===== config.mk =====
export PLATFORM = sky130hd
export DESIGN_NAME = fpe_ctrl
export DESIGN_NICKNAME = d
export VERILOG_FILES = /design/src/rtl/fpe_sync2.v /design/src/rtl/fpe_bus_cycle.v /design/src/rtl/fpe_ctrl.v
export VERILOG_INCLUDE_DIRS = /design/src /design/src/rtl
export SDC_FILE = /design/constraint.sdc
export NUM_CORES = 1
export LEC_CHECK = 0
export ABC_AREA = 1
export BUFFER_PORTS_ARGS = -buffer_cell sky130_fd_sc_hd__clkbuf_2
export CAP_MARGIN = 20
export CORE_MARGIN = 10
export CORE_UTILIZATION = 60
export CTS_CLUSTER_DIAMETER = 60
export DETAILED_ROUTE_END_ITERATION = 7
export GPL_TIMING_DRIVEN = 1
export PLACE_DENSITY = 0.84
export SYNTH_ARGS = -nofsm -noshare
export SYNTH_HDL_FRONTEND = slang
export SYNTH_HIERARCHICAL = 1
export SYNTH_SLANG_ARGS = --single-unit

===== constraint.sdc =====
create_clock -name pclk -period 4.8 [get_ports pclk]
set_clock_uncertainty 0.1 [all_clocks]
set_input_delay 0.96 -clock pclk [delete_from_list [all_inputs] [get_ports pclk]]
set_output_delay 0.96 -clock pclk [all_outputs]
set_load 0.005 [all_outputs]

===== src/rtl/fpe_regs.vh =====
`ifndef FPE_REGS_VH
`define FPE_REGS_VH

// ----------------------------------------
// register offsets on the apb side
// ----------------------------------------
`define FPE_CTRL_OFS       12'h000
`define FPE_ADDR_OFS       12'h004
`define FPE_WDATA_OFS      12'h008
`define FPE_STAT_OFS       12'h00C
`define FPE_RDATA_OFS      12'h010

// ----------------------------------------
// command codes written to ctrl[3:0]
// ----------------------------------------
`define FPE_CMD_READ       4'h0
`define FPE_CMD_PROG       4'h1
`define FPE_CMD_BERASE     4'h2
`define FPE_CMD_CERASE     4'h3
`define FPE_CMD_ADDBLK     4'h4
`define FPE_CMD_SUSP       4'h5
`define FPE_CMD_RESUME     4'h6
`define FPE_CMD_RESET      4'h7
`define FPE_CMD_POLL       4'h8
`define FPE_CMD_STATUS     4'h9
`define FPE_CMD_LAST       4'h9

// ----------------------------------------
// status register fields
// ----------------------------------------
`define FPE_ST_BUSY        0
`define FPE_ST_DONE        1
`define FPE_ST_ERR         2
`define FPE_ST_RDY         3
`define FPE_ST_FLASH_LSB   8

// ----------------------------------------
// flash command cycles and status bits
// ----------------------------------------
`define FPE_UNLK1_ADDR     20'h00555
`define FPE_UNLK2_ADDR     20'h002AA
`define FPE_D_UNLK1        8'hAA
`define FPE_D_UNLK2        8'h55
`define FPE_D_PROG         8'hA0
`define FPE_D_ERASE_SETUP  8'h80
`define FPE_D_BLOCK_ERASE  8'h30
`define FPE_D_CHIP_ERASE   8'h10
`define FPE_D_SUSPEND      8'hB0
`define FPE_D_RESUME       8'h30
`define FPE_D_READ_RESET   8'hF0
`define FPE_DQ_ERR         5
`define FPE_DQ_TOGGLE      6
`define FPE_STATUS_MASK    8'hEC

// ----------------------------------------
// timing, in ns and in pclk cycles
// ----------------------------------------
`define FPE_PCLK_NS        10
`define FPE_T_WP_NS        50
`define FPE_T_ACC_NS       100
`define FPE_T_REC_NS       30
`define FPE_WP_CYC         ((`FPE_T_WP_NS + `FPE_PCLK_NS - 1) / `FPE_PCLK_NS)
`define FPE_ACC_CYC        ((`FPE_T_ACC_NS + `FPE_PCLK_NS - 1) / `FPE_PCLK_NS)
`define FPE_REC_CYC        ((`FPE_T_REC_NS + `FPE_PCLK_NS - 1) / `FPE_PCLK_NS)
`define FPE_SYNC_CYC       2

`endif


===== src/rtl/fpe_sync2.v =====
`timescale 1ns/1ps
`default_nettype none

// ----------------------------------------
// two-flop synchroniser for pin inputs
// ----------------------------------------
module fpe_sync2 #(
	parameter         W       = 8,
	parameter [W-1:0] RST_VAL = {W{1'b1}}
) (
	input  wire         pclk,
	input  wire         presetn,
	input  wire [W-1:0] async_in,
	output wire [W-1:0] sync_out
);

	reg [W-1:0] meta_reg;
	reg [W-1:0] sync_reg;

	// first stage is read only by the second; reset to the idle level
	// so no false edge follows reset
	always @(posedge pclk or negedge presetn) begin
		if (!presetn) begin
			meta_reg <= RST_VAL;
			sync_reg <= RST_VAL;
		end else begin
			meta_reg <= async_in;
			sync_reg <= meta_reg;
		end
	end

	assign sync_out = sync_reg;

endmodule

`default_nettype wire


===== src/rtl/fpe_bus_cycle.v =====
`timescale 1ns/1ps
`default_nettype none
`include "fpe_regs.vh"

// ----------------------------------------
// one asynchronous flash bus cycle
// ----------------------------------------
module fpe_bus_cycle #(
	parameter WP_CYC  = `FPE_WP_CYC,
	parameter RD_CYC  = `FPE_ACC_CYC + `FPE_SYNC_CYC + 1,
	parameter REC_CYC = `FPE_REC_CYC
) (
	input  wire        pclk,
	input  wire        presetn,
	input  wire        req,
	input  wire        req_write,
	input  wire [19:0] req_addr,
	input  wire [7:0]  req_wdata,
	input  wire [7:0]  dq_sync,
	output wire        idle,
	output reg         done_reg,
	output reg  [7:0]  rdata_reg,
	output reg  [19:0] flash_addr,
	output reg  [7:0]  flash_dq_out,
	output reg         flash_dq_oe,
	output reg         flash_select_n,
	output reg         flash_oe_n,
	output reg         flash_we_n
);

	localparam S_IDLE = 4'b0001;
	localparam S_SET  = 4'b0010;
	localparam S_STB  = 4'b0100;
	localparam S_REC  = 4'b1000;

	reg [3:0] state_reg;
	reg [5:0] cnt_reg;
	reg       wr_reg;

	assign idle = state_reg[0];

	// select and output enable both rise between reads, so every
	// read is a fresh strobe edge that steps the toggle bits
	always @(posedge pclk or negedge presetn) begin
		if (!presetn) begin
			state_reg      <= S_IDLE;
			cnt_reg        <= 6'h00;
			wr_reg         <= 1'b0;
			done_reg       <= 1'b0;
			rdata_reg      <= 8'h00;
			flash_addr     <= 20'h00000;
			flash_dq_out   <= 8'h00;
			flash_dq_oe    <= 1'b0;
			flash_select_n <= 1'b1;
			flash_oe_n     <= 1'b1;
			flash_we_n     <= 1'b1;
		end else begin
			done_reg <= 1'b0;
			case (state_reg)
			S_IDLE: begin
				if (req) begin
					wr_reg         <= req_write;
					flash_addr     <= req_addr;
					flash_dq_out   <= req_wdata;
					flash_dq_oe    <= req_write;
					flash_select_n <= 1'b0;
					state_reg      <= S_SET;
				end
			end
			S_SET: begin
				flash_we_n <= ~wr_reg;
				flash_oe_n <= wr_reg;
				cnt_reg    <= wr_reg ? WP_CYC[5:0] : RD_CYC[5:0];
				state_reg  <= S_STB;
			end
			S_STB: begin
				if (cnt_reg == 6'h01) begin
					// sample late: dq_sync lags the pins by two flops
					if (!wr_reg)
						rdata_reg <= dq_sync;
					flash_we_n     <= 1'b1;
					flash_oe_n     <= 1'b1;
					flash_select_n <= 1'b1;
					cnt_reg        <= REC_CYC[5:0];
					state_reg      <= S_REC;
				end else begin
					cnt_reg <= cnt_reg - 6'h01;
				end
			end
			S_REC: begin
				// data held through recovery for write hold time
				if (cnt_reg <= 6'h01) begin
					flash_dq_oe <= 1'b0;
					done_reg    <= 1'b1;
					state_reg   <= S_IDLE;
				end else begin
					cnt_reg <= cnt_reg - 6'h01;
				end
			end
			default: begin
				state_reg <= S_IDLE;
			end
			endcase
		end
	end

endmodule

`default_nettype wire


===== src/rtl/fpe_ctrl.v =====
// How it works
// - host polls at the programmed address or inside an erasing block.
// - toggling stops on completion; host sees two equal bit 6 reads.
// - queue blocks while bit 3 is 0; afterwards only suspend. The controller sends ADDBLK and any other command without checking bit 3.
// - host masks data bits 0, 1 and 4 when reading status.
// - host writes F0h to return to array read and clear error.
// - host suspends with one B0h write then reads until toggling stops.
//
// The implementer's own choices: the APB interface to the registers and the register offsets.
`timescale 1ns/1ps
`default_nettype none
`include "fpe_regs.vh"

module fpe_ctrl (
	input  wire        pclk,
	input  wire        presetn,
	input  wire [11:0] paddr,
	input  wire        psel,
	input  wire        penable,
	input  wire        pwrite,
	input  wire [31:0] pwdata,
	output reg  [31:0] prdata,
	output wire        pready,
	output wire        pslverr,
	output wire [19:0] flash_addr,
	input  wire [7:0]  flash_dq_in,
	output wire [7:0]  flash_dq_out,
	output wire        flash_dq_oe,
	output wire        flash_select_n,
	output wire        flash_oe_n,
	output wire        flash_we_n,
	input  wire        ready_busy_n
);

	// ----------------------------------------
	// sequencer states
	// ----------------------------------------
	localparam S_IDLE  = 5'b00001;
	localparam S_WRITE = 5'b00010;
	localparam S_POLL  = 5'b00100;
	localparam S_FINAL = 5'b01000;
	localparam S_READ  = 5'b10000;

	reg  [4:0]  state_reg;
	reg  [3:0]  cmd_reg;
	reg  [2:0]  step_reg;
	reg         wait_reg;
	reg  [19:0] addr_reg;
	reg  [7:0]  wdata_reg;
	reg  [7:0]  rdata_reg;
	reg  [7:0]  flash_stat_reg;
	reg         done_reg;
	reg         err_reg;
	reg         have_prev_reg;
	reg         prev_tog_reg;
	reg         err_chk_reg;
	reg         bus_req;
	reg         bus_write;
	reg  [27:0] seq_word;
	wire        bus_idle;
	wire        bus_done;
	wire [7:0]  bus_rdata;
	wire [7:0]  dq_sync;
	wire        rdy_sync;
	wire        busy;
	wire        wr_access;
	wire        mapped;
	wire        start_ok;
	wire        tog_now;
	wire        err_now;

	// ----------------------------------------
	// pin synchronisers
	// ----------------------------------------
	fpe_sync2 #(
		.W       (9),
		.RST_VAL (9'h1FF)
	) u_sync (
		.pclk     (pclk),
		.presetn  (presetn),
		.async_in ({ready_busy_n, flash_dq_in}),
		.sync_out ({rdy_sync, dq_sync})
	);

	// ----------------------------------------
	// flash bus cycle engine
	// ----------------------------------------
	fpe_bus_cycle u_bus (
		.pclk           (pclk),
		.presetn        (presetn),
		.req            (bus_req),
		.req_write      (bus_write),
		.req_addr       (seq_word[27:8]),
		.req_wdata      (seq_word[7:0]),
		.dq_sync        (dq_sync),
		.idle           (bus_idle),
		.done_reg       (bus_done),
		.rdata_reg      (bus_rdata),
		.flash_addr     (flash_addr),
		.flash_dq_out   (flash_dq_out),
		.flash_dq_oe    (flash_dq_oe),
		.flash_select_n (flash_select_n),
		.flash_oe_n     (flash_oe_n),
		.flash_we_n     (flash_we_n)
	);

	// ----------------------------------------
	// command cycle tables
	// ----------------------------------------
	// number of write cycles each command sends
	function [2:0] nwrites;
		input [3:0] cmd;
		begin
			case (cmd)
			`FPE_CMD_PROG:   nwrites = 3'd4;
			`FPE_CMD_BERASE: nwrites = 3'd6;
			`FPE_CMD_CERASE: nwrites = 3'd6;
			`FPE_CMD_ADDBLK: nwrites = 3'd1;
			`FPE_CMD_SUSP:   nwrites = 3'd1;
			`FPE_CMD_RESUME: nwrites = 3'd1;
			`FPE_CMD_RESET:  nwrites = 3'd1;
			default:         nwrites = 3'd0;
			endcase
		end
	endfunction

	// address and data of each write cycle
	always @* begin
		seq_word = {addr_reg, 8'h00}; // reads poll the target address
		if (state_reg == S_WRITE) begin
			case (cmd_reg)
			`FPE_CMD_PROG: begin
				case (step_reg)
				3'd0:    seq_word = {`FPE_UNLK1_ADDR, `FPE_D_UNLK1};
				3'd1:    seq_word = {`FPE_UNLK2_ADDR, `FPE_D_UNLK2};
				3'd2:    seq_word = {`FPE_UNLK1_ADDR, `FPE_D_PROG};
				default: seq_word = {addr_reg, wdata_reg};
				endcase
			end
			`FPE_CMD_BERASE, `FPE_CMD_CERASE: begin
				case (step_reg)
				3'd0, 3'd3: seq_word = {`FPE_UNLK1_ADDR, `FPE_D_UNLK1};
				3'd1, 3'd4: seq_word = {`FPE_UNLK2_ADDR, `FPE_D_UNLK2};
				3'd2:       seq_word = {`FPE_UNLK1_ADDR, `FPE_D_ERASE_SETUP};
				default: begin
					if (cmd_reg == `FPE_CMD_CERASE)
						seq_word = {`FPE_UNLK1_ADDR, `FPE_D_CHIP_ERASE};
					else
						seq_word = {addr_reg, `FPE_D_BLOCK_ERASE};
				end
				endcase
			end
			`FPE_CMD_ADDBLK: seq_word = {addr_reg, `FPE_D_BLOCK_ERASE};
			`FPE_CMD_SUSP:   seq_word = {addr_reg, `FPE_D_SUSPEND};
			`FPE_CMD_RESUME: seq_word = {addr_reg, `FPE_D_RESUME};
			default:         seq_word = {addr_reg, `FPE_D_READ_RESET};
			endcase
		end
	end

	// ----------------------------------------
	// apb slave
	// ----------------------------------------
	assign busy      = ~state_reg[0];
	assign pready    = 1'b1;
	assign wr_access = psel & penable & pwrite;
	assign mapped    = (paddr == `FPE_CTRL_OFS) | (paddr == `FPE_ADDR_OFS) |
	                   (paddr == `FPE_WDATA_OFS) | (paddr == `FPE_STAT_OFS) |
	                   (paddr == `FPE_RDATA_OFS);
	assign pslverr   = psel & penable & ~mapped;
	// a new command while busy is dropped; software watches busy
	assign start_ok  = wr_access & (paddr == `FPE_CTRL_OFS) & ~busy &
	                   (pwdata[3:0] <= `FPE_CMD_LAST);

	// read data latched in the setup phase, so it comes from a flop
	always @(posedge pclk or negedge presetn) begin
		if (!presetn) begin
			prdata <= 32'h00000000;
		end else if (psel & ~penable & ~pwrite) begin
			case (paddr)
			`FPE_CTRL_OFS:  prdata <= {28'h0000000, cmd_reg};
			`FPE_ADDR_OFS:  prdata <= {12'h000, addr_reg};
			`FPE_WDATA_OFS: prdata <= {24'h000000, wdata_reg};
			`FPE_STAT_OFS:  prdata <= {16'h0000, flash_stat_reg, 4'h0, rdy_sync, err_reg, done_reg, busy};
			`FPE_RDATA_OFS: prdata <= {24'h000000, rdata_reg};
			default:        prdata <= 32'h00000000;
			endcase
		end
	end

	// address and data only change while idle
	always @(posedge pclk or negedge presetn) begin
		if (!presetn) begin
			addr_reg  <= 20'h00000;
			wdata_reg <= 8'h00;
		end else if (wr_access & ~busy) begin
			if (paddr == `FPE_ADDR_OFS)
				addr_reg <= pwdata[19:0];
			if (paddr == `FPE_WDATA_OFS)
				wdata_reg <= pwdata[7:0];
		end
	end

	// ----------------------------------------
	// bus requests
	// ----------------------------------------
	always @* begin
		bus_req   = 1'b0;
		bus_write = 1'b0;
		if (bus_idle & ~wait_reg) begin
			bus_req   = (state_reg != S_IDLE);
			bus_write = (state_reg == S_WRITE);
		end
	end

	assign tog_now = bus_rdata[`FPE_DQ_TOGGLE];
	assign err_now = bus_rdata[`FPE_DQ_ERR];

	// ----------------------------------------
	// sequencer
	// ----------------------------------------
	always @(posedge pclk or negedge presetn) begin
		if (!presetn) begin
			state_reg      <= S_IDLE;
			cmd_reg        <= 4'h0;
			step_reg       <= 3'd0;
			wait_reg       <= 1'b0;
			rdata_reg      <= 8'h00;
			flash_stat_reg <= 8'h00;
			done_reg       <= 1'b0;
			err_reg        <= 1'b0;
			have_prev_reg  <= 1'b0;
			prev_tog_reg   <= 1'b0;
			err_chk_reg    <= 1'b0;
		end else begin
			if (bus_req)
				wait_reg <= 1'b1;
			if (bus_done)
				wait_reg <= 1'b0;
			case (state_reg)
			S_IDLE: begin
				if (start_ok) begin
					cmd_reg       <= pwdata[3:0];
					step_reg      <= 3'd0;
					done_reg      <= 1'b0;
					have_prev_reg <= 1'b0;
					err_chk_reg   <= 1'b0;
					if (nwrites(pwdata[3:0]) != 3'd0)
						state_reg <= S_WRITE;
					else if (pwdata[3:0] == `FPE_CMD_POLL)
						state_reg <= S_POLL;
					else
						state_reg <= S_READ;
				end
			end
			S_WRITE: begin
				if (bus_done) begin
					if (step_reg == nwrites(cmd_reg) - 3'd1) begin
						// polling only after the last command write
						case (cmd_reg)
						`FPE_CMD_PROG, `FPE_CMD_CERASE,
						`FPE_CMD_SUSP, `FPE_CMD_RESUME: begin
							state_reg <= S_POLL;
						end
						`FPE_CMD_RESET: begin
							err_reg   <= 1'b0;
							done_reg  <= 1'b1;
							state_reg <= S_IDLE;
						end
						default: begin
							// block erase stays open for more blocks
							done_reg  <= 1'b1;
							state_reg <= S_IDLE;
						end
						endcase
					end else begin
						step_reg <= step_reg + 3'd1;
					end
				end
			end
			S_POLL: begin
				if (bus_done) begin
					flash_stat_reg <= bus_rdata & `FPE_STATUS_MASK;
					have_prev_reg  <= 1'b1;
					prev_tog_reg   <= tog_now;
					if (have_prev_reg & (tog_now == prev_tog_reg)) begin
						state_reg <= S_FINAL;
					end else if (have_prev_reg & err_chk_reg) begin
						// still toggling after the error flag: failed
						err_reg   <= 1'b1;
						done_reg  <= 1'b1;
						state_reg <= S_IDLE;
					end else begin
						err_chk_reg <= err_now;
					end
				end
			end
			S_FINAL: begin
				// toggling has stopped, so this read is array data, or suspend status after a suspend inside an erasing block
				if (bus_done) begin
					rdata_reg <= bus_rdata;
					done_reg  <= 1'b1;
					state_reg <= S_IDLE;
				end
			end
			S_READ: begin
				if (bus_done) begin
					if (cmd_reg == `FPE_CMD_STATUS)
						flash_stat_reg <= bus_rdata & `FPE_STATUS_MASK;
					rdata_reg <= bus_rdata;
					done_reg  <= 1'b1;
					state_reg <= S_IDLE;
				end
			end
			default: begin
				state_reg <= S_IDLE;
			end
			endcase
		end
	end

endmodule

`default_nettype wire


==> flow_summary.yaml, run 1 <==
status:
  status: "finished, final reports clean"
min_path:
  whs_endpoint: "u_sync/sync_out[4]"
  min_from: "u_sync/meta_reg[4]"
  hold_depth: 0
  hp-class: "reg -> reg"
drt:
  drcViolationCount: 0
  drtIter0Drc: 628
  postRouteAntennaNets: 0
  vias: 6366
  drt_wl_total_um: 18300
  wl_per_cell_um: 15.4
  viasPerCell: 5.35
  dr.pass1.iters: 5
clock_network:
  htree_levels: 4
  root_buffer: "clkbuf_16"
  cts_buffers: 17
  post_cts_buffers: 0
  ctsResizeCount: 0
  clock_latency_ns: 0.43
  tritoncts: "yes"
  cts_buffer_depth: 2
  cts.sinks: 149
  clk_pin_slew_ns: 0.06
  hold_buffers: 0
logic_synthesis:
  synth_top_area_share_pct: 41.9
  synth_area_leader_cell: "dfrtp_1"
  ys_seq_area_share_pct: 50.0
  synth.top_cells.by_area: "dfrtp_1 (42%), nand2_1 (15%), dfstp_2 (8.0%)"
  yosys_register_bits: 149
  synth_area_mm2: 0.00752
  synthFlopType: "dfrtp_1"
  syn_inst: 913
  async_flop_share_pct: 100
  ys_warn_count: 6
  synth_area_per_cell_um2: 8.23
  synthDistinctLibCells: 45
  synth_edf_count: 0
layout:
  fillCellCount: 940
  final_cell_mix: "nand2_1 (294), dfrtp_1 (126), clkbuf_2 (97)"
  diodes: 0
  design_area_mm2: 0.00865
  final_core_util_pct: 71.2
  nets: 1076
  syn_to_final_growth_pct: 15.1
  final_common_cell: "nand2_1"
  drive_gt1_share_pct: 21.9
power_and_ir_drop:
  vdd_drop_max_v: 0.000277
  p_switching_w: 0.000962
  p_per_area_mw_per_mm2: 393
  power_leakage_nw: 4.53
  seq_power_share_pct: 43.9
  p_comb_share_pct: 17.8
  intPower_w: 0.00244
  power_w: 0.00340
  p_clk_share_pct: 38.3
  switching_share_pct: 28.3
floorplanning:
  core_mm2: 0.0122
  rows: 40
  die_x_um: 132
  die_h_um: 132
  initial_core_util_pct: 61.8
  num_io_pins: 124
  dieArea_mm2: 0.0174
sta:
  tightest_slew_ns: 0.905
  setup_tns_ns: 0
  rsz0062_at_grt: "no"
  drv_slew: 0
  whs_ns: 0.254
  setup_violations: 0
  hold_violations: 0
  min_period_ns: 3.09
  relSlewSlack_pct: 39.7
  fmax_ghz: 0.323
  fin_crit_sh_pct: 64.4
global_route:
  grt_util_all_layers_pct: 21.9
  first_global_vias: 6225
  grt_max_degree: 101
  grt_pass1_wl_um: 31200
  overflow: 0
  antenna_found_initial: 0
critical_path:
  crit_path_end_kind: "output port"
  cpPeakStageDelay_ns: 0.28
  r2r_end: "u_bus/flash_addr[14]"
  cp.arrival_ns: 2.03
  startpoint_type: "primary input"
  path_class: "in -> out"
  cp_num_buf_inv: 2
  cp_cell_sequence: "clkbuf_2 > nor2_2 > nand2_4 > nor2_4 > o21ai_0 > nand3_1 > nor2_1 > clkbuf_2"
  cpMaxStageDelayCell: "nor2_4"
  worstReg2RegStart: "state_reg[2]"
  critPathLaunch: "paddr[5]"
  cp_max_fo: 14
  cp_common_cell: "clkbuf_2"
  reg2reg_slack_ns: 1.73
  cp_top_family: "simple AND/OR/NAND/NOR gates"
  required_ns: 3.74
  r2r_cells: 10
placed_design:
  io_buffer_count: 98
  place_hpwl_um: 13400
  gp_congestion: 0.901
  placed_cell_area_mm2: 0.00807
run:
  cap_violations: 0
-- synth_stat cells, types with 3 or more instances --
library cell	instances
o31ai_1	7
o22ai_1	9
nor2_1	65
o21ai_2	11
inv_2	6
dfstp_2	23
nand2_4	3
o21ai_1	15
nor2_2	9
o211ai_1	5
a21oi_1	31
nand2_2	12
nand2_1	294
nor3_1	9
nor2_4	8
buf_4	14
nand4_1	17
ha_1	8
xor2_1	3
a31oi_1	3
o21ai_0	54
dfrtp_1	126
clkbuf_1	9
buf_2	7
nand3_2	3
buf_6	5
nand3_1	44
mux2_2	7
inv_1	86
-- worst max path at each step --
stage	end	cells past startpoint
final	pslverr	8
after floorplan	pslverr	7
after global placement	pslverr	8
after CTS	pslverr	8
after detailed placement	pslverr	8
after global routing	u_bus/flash_addr[14]	10
-- kinds of logic (layout without fill, tap and decap cells) --
logic type                 Yosys count  count (layout)  share of synthesized area, %
AOI/OAI and AO/OA                  142             142                          11.3
xor gates and xnor gates             5               5                         0.583
adders and majority gates            8               8                          1.33
buffers and inverters              128             227                          7.71
DFF                                149             149                          50.0
muxes                                7               7                          1.05
other                                2              13                        0.0999
and+or+nand+nor                    472             472                          27.9
-- power by group through the flow --
stage	Clock (W)	Sequential, W	Combinational, W
final	0.00130	0.00150	0.000605
after global routing	0.00138	0.00151	0.000692
after CTS	0.00133	0.00150	0.000612
after detailed placement	0	0.00151	0.000605
after global placement	0	0.00151	0.000587
after floorplan	0	0.00151	0.000407
-- metal layers --
metal / part of all wire (%) / track usage, % / vias up
met1: 44 / 27.9 / 2999
met3: 7.5 / 6.94 / 27
met4: 2.1 / 8.65 / 0
met2: 46 / 33.8 / 216
li1: - / - / 3124
met5: 0 / 0 / -
-- stage by stage --
step | setup WS (ns) | std cells
6_report | 1.71 | 1191
5_1_grt | 1.44 | 1191
4_1_cts | 1.71 | 1191
3_5_place_dp | 1.71 | 1159
3_3_place_gp | 1.73 | 1159
2_1_floorplan | 2.02 | 924
-- worst reg2reg max path: stages (launching register included) --
cell and delay (ns):
dfrtp_1 0.41, nor2_1 0.13, nand2_1 0.12, nor2_2 0.54
inv_1 0.32, nor2_1 0.67, o211ai_1 0.28, inv_2 0.20
nor2_1 0.07, nand2_1 0.07, nand2_1 0.06
-- layout make-up --
cell class / instances / area, um^2 / share of cell area, %
sequential: 149 / 3760 / 43.4
multi-input combinational: 647 / 3220 / 37.2
timing repair buffer: 102 / 527 / 6.09
clock buffer: 24 / 492 / 5.68
inverter: 93 / 349 / 4.03
tap: 168 / 210 / 2.43
clock inverter: 8 / 97.6 / 1.13
Note: power is estimated with default switching activity, not from simulation.
==> inputs of run 2 (changes only) <==
Settings changed: CORE_UTILIZATION 60 to 51, PLACE_DENSITY 0.84 to 0.76.
Clock period 4.8 ns to 2.5 ns, I/O delays scaled along.
==> flow_summary.yaml, run 2 (synthesis results as in run 1) <==
placed_design:
  gp_congestion: 0.915
  io_buffer_count: 98
  place_hpwl_um: 14300
sta:
  fmax_ghz: 0.446
  fin_crit_sh_pct: 89.8
  hold_violations: 0
  drv_slew: 0
  relSlewSlack_pct: 66.4
  min_period_ns: 2.24
  setup_violations: 0
  setup_tns_ns: 0
  tightest_slew_ns: 0.502
  rsz0062_at_grt: "no"
  whs_ns: 0.0548
status:
  status: "finished, final reports clean"
clock_network:
  ctsResizeCount: 0
  cts_buffer_depth: 2
  htree_levels: 4
  clk_pin_slew_ns: 0.06
  tritoncts: "yes"
  clock_latency_ns: 0.42
  cts_buffers: 17
  root_buffer: "clkbuf_16"
  cts.sinks: 149
layout:
  diodes: 0
  final_common_cell: "nand2_1"
  seqCellArea_mm2: 0.00376
  final_cell_mix: "nand2_1 (294), dfrtp_1 (126), clkbuf_2 (97)"
  nets: 1084
  multi_input_area_mm2: 0.00322
  syn_to_final_growth_pct: 17.0
  drive_gt1_share_pct: 22.4
  fillCellCount: 1297
global_route:
  grt_max_degree: 60
  grt_pass1_wl_um: 31200
  overflow: 0
  first_global_vias: 6139
  antenna_found_initial: 0
  grt_util_all_layers_pct: 19.2
floorplanning:
  rows: 44
  initial_core_util_pct: 51.9
  num_io_pins: 124
  core_mm2: 0.0145
  dieArea_mm2: 0.0200
  die_h_um: 141
  die_x_um: 141
critical_path:
  path_class: "reg -> reg"
  startpoint_type: "flip-flop"
  crit_path_end_kind: "flip-flop"
  required_ns: 2.70
  reg2reg_slack_ns: 0.26
  cp.arrival_ns: 2.45
  critPathLaunch: "step_reg[0]"
  r2r_end: "u_bus/flash_addr[6]"
  cp_max_fo: 6
  r2r_cells: 12
  worstReg2RegStart: "step_reg[0]"
run:
  cap_violations: 0
drt:
  drtIter0Drc: 417
  drcViolationCount: 0
  postRouteAntennaNets: 0
  wl_per_cell_um: 15.8
  vias: 6395
  viasPerCell: 5.26
  dr.pass1.iters: 5
  drt_wl_total_um: 19200
power_and_ir_drop:
  vdd_drop_max_v: 0.000527
  p_per_area_mw_per_mm2: 768
  power_leakage_nw: 4.59
min_path:
  whs_endpoint: "u_sync/meta_reg[7]"
  hp-class: "in -> reg"
  hold_depth: 1
  min_from: "flash_dq_in[7]"
==> run 2: cell count changes in the layout (fill, tap and decap cells not counted) <==
cell / before / now
inv_6: 0 / 2
buf_4: 4 / 9
clkinvlp_4: 3 / 2
dlygate4sd3_1: 0 / 1
clkinv_4: 0 / 2
bufinv_16: 2 / 4
buf_12: 0 / 2
clkinv_2: 3 / 1
clkbuf_8: 4 / 1
==> run 2: per-stage QoR <==
stage / power, W / worst slack (ns) / utilization, % / cell area [um^2] / std cells
after floorplan: 0.00367 / 0.598 / - / 7560 / 924
after global routing: 0.00709 / 0.0370 / 60.8 / 8800 / 1215
after CTS: 0.00681 / 0.264 / 60.8 / 8800 / 1215
after global placement: 0.00405 / 0.325 / 56.4 / 8160 / 1182
final: 0.00676 / 0.255 / 60.8 / 8800 / 1215
after detailed placement: 0.00409 / 0.313 / 56.4 / 8160 / 1182
==> run 2: critical path, cell delays in order (launching register included) <==
cell and delay (ns):
dfrtp_1 0.43, inv_1 0.13, ha_1 0.28, o21ai_4 0.26, nand2_2 0.14, nor2_1 0.14, nand2_1 0.16, nor2_1 0.11
o21ai_0 0.08, nand2_1 0.07, o21ai_1 0.07, nand2_1 0.09, nand2_1 0.06
==> run 2: power by group <==
part           switching, W  internal [W]  total, W
Combinational      0.000730      0.000433   0.00116
Clock               0.00101       0.00171   0.00272
Sequential         0.000180       0.00270   0.00288
==> run 2: layer usage <==
metal  vias up  track usage [%]  wire length (um)
li1       3139                -                 -
met1      3015             25.6              8500
met2       220             29.8              9030
met3        21             5.01              1280
met4         0             6.13               353
met5         -                0                 0
==> run 2: worst max path at each step <==
stage	end	slack [ns]	cells after the start
6_report	u_bus/flash_addr[6]	0.26	12
5_1_grt	u_bus/flash_addr[6]	0.04	12
4_1_cts	u_bus/flash_addr[6]	0.26	12
3_5_place_dp	u_bus/flash_addr[6]	0.31	12
3_3_place_gp	u_bus/flash_addr[4]	0.33	12
2_1_floorplan	state_reg[2]	0.60	10
==> run 2: area by class of cell <==
cell class                      instances  share of cell area (%)
Timing Repair Buffer                  110                    6.98
Multi-Input combinational cell        647                    36.6
Tap cell                              184                    2.62
Clock buffer                           21                    5.12
Clock inverter                         11                    1.99
Sequential cell                       149                    42.7
Inverter                               93                    3.97
==> run 2: timing repair <==
item,in CTS,in global routing
buffers inserted,0,0
hold endpoints to repair,40,0
hold buffers,1,0
setup endpoints to repair,0,0
==> inputs of run 3 (changes only) <==
==> constraint.sdc (replaced) <==
create_clock -name pclk -period 2.5 [get_ports pclk]
set_clock_uncertainty 0.1 [all_clocks]
set_input_delay 0.125 -clock pclk [delete_from_list [all_inputs] [get_ports pclk]]
set_output_delay 0.125 -clock pclk [all_outputs]
set_load 0.005 [all_outputs]
==> flow_summary.yaml, run 3 (synthesis results as in run 1) <==
drt:
  viasPerCell: 5.25
  postRouteAntennaNets: 0
  drtIter0Drc: 646
  drt_wl_total_um: 19900
  dr.pass1.iters: 5
  drcViolationCount: 0
  vias: 6544
  wl_per_cell_um: 16.0
global_route:
  overflow: 0
  grt_max_degree: 69
  antenna_found_initial: 2
  grt_util_all_layers_pct: 20.3
  first_global_vias: 6436
  grt_pass1_wl_um: 32900
placed_design:
  placed_cells: 1183
  placed_cell_area_mm2: 0.00817
  place_hpwl_um: 14400
  gp_congestion: 0.897
  io_buffer_count: 98
sta:
  setup_violations: 0
  drv_slew: 0
  relSlewSlack_pct: 57.5
  hold_violations: 0
  rsz0062_at_grt: "no"
  tightest_slew_ns: 0.637
  setup_tns_ns: 0
  min_period_ns: 2.20
  fmax_ghz: 0.455
  fin_crit_sh_pct: 87.8
layout:
  nets: 1114
  fin_cells: 1247
  fillCellCount: 1240
  final_cell_mix: "nand2_1 (294), dfrtp_1 (126), clkbuf_2 (97)"
  design_area_mm2: 0.00905
  final_common_cell: "nand2_1"
  syn_to_final_growth_pct: 20.4
  multi_input_area_mm2: 0.00322
  drive_gt1_share_pct: 22.1
  seqCellArea_mm2: 0.00376
  final_core_util_pct: 62.5
min_path:
  hp-class: "in -> reg"
  hold_depth: 5
  whs_endpoint: "prdata[2]"
  min_from: "pwrite"
clock_network:
  root_buffer: "clkbuf_16"
  clock_latency_ns: 0.43
  cts_buffers: 17
  cts_buffer_depth: 2
  cts.sinks: 149
  tritoncts: "yes"
  ctsResizeCount: 0
  htree_levels: 4
  clk_pin_slew_ns: 0.06
power_and_ir_drop:
  vdd_drop_max_v: 0.000479
  power_leakage_nw: 4.70
  p_per_area_mw_per_mm2: 728
critical_path:
  reg2reg_slack_ns: 0.30
  worstReg2RegStart: "step_reg[0]"
  crit_path_end_kind: "flip-flop"
  startpoint_type: "flip-flop"
  cp.arrival_ns: 2.42
  cp_max_fo: 6
  r2r_cells: 12
  required_ns: 2.72
  r2r_end: "u_bus/flash_addr[10]"
  path_class: "reg -> reg"
floorplanning:
  die_h_um: 141
  rows: 44
  dieArea_mm2: 0.0200
  initial_core_util_pct: 51.9
  num_io_pins: 124
  die_x_um: 141
  core_mm2: 0.0145
status:
  status: "finished, final reports clean"
run:
  cap_violations: 0
run 3: how the worst max path moves through the flow:
stage                start                    to  slack (ns)  cells past startpoint
6_report       step_reg[0]  u_bus/flash_addr[10]        0.30                     12
3_5_place_dp   step_reg[0]  u_bus/flash_addr[19]        0.32                     11
3_3_place_gp   step_reg[0]   u_bus/flash_addr[6]        0.35                     12
2_1_floorplan   cmd_reg[2]          state_reg[2]        0.60                     10
4_1_cts        step_reg[0]  u_bus/flash_addr[13]        0.29                     11
5_1_grt        step_reg[0]   u_bus/flash_addr[8]        0.11                     12
run 3: cell type report:
type | instances | share of cell area, %
antenna | 2 | 0.0553
clock buffer | 20 | 5.05
clock inverter | 12 | 1.29
inverter | 93 | 3.86
multi-input combinational | 647 | 35.6
sequential | 149 | 41.5
tap | 184 | 2.54
timing repair buffer | 140 | 10.1
run 3: routing by layer:
layer / wire length (um) / vias to the layer above / track usage (%) / part of all wire [%]
li1: - / 3198 / - / -
met5: 0 / - / 0 / 0
met3: 1350 / 35 / 5.27 / 6.8
met1: 8800 / 3093 / 26.7 / 44
met2: 9330 / 218 / 31.7 / 47
met4: 452 / 0 / 7.26 / 2.3
run 3: what timing repair did:
item	4_1_cts	5_1_grt
endpoints found under the hold margin	97	0
hold buffers	30	0
setup buffers	0	0
run 3: stage by stage:
step	worst slack, ns	hold WS [ns]	power [W]
after detailed placement	0.317	0.0759	0.00409
after global routing	0.109	0.109	0.00694
final	0.304	0.0768	0.00658
after global placement	0.348	0.0814	0.00405
after floorplan	0.598	-0.271	0.00367
after CTS	0.294	0.0724	0.00660
run 3: critical path, stage by stage (launching register included):
cell and delay, ns:
dfrtp_1 0.42, inv_1 0.13, ha_1 0.27, o21ai_4 0.26
nand2_2 0.14, nor2_1 0.14, nand2_1 0.16, nor2_1 0.12
o21ai_0 0.09, nand2_1 0.07, o21ai_1 0.07, nand2_1 0.08
nand2_1 0.05
run 3: where the power goes:
group	switching [W]	internal (W)
Clock	0.00106	0.00143
Combinational	0.000746	0.000461
Sequential	0.000184	0.00270
Total	0.00199	0.00459
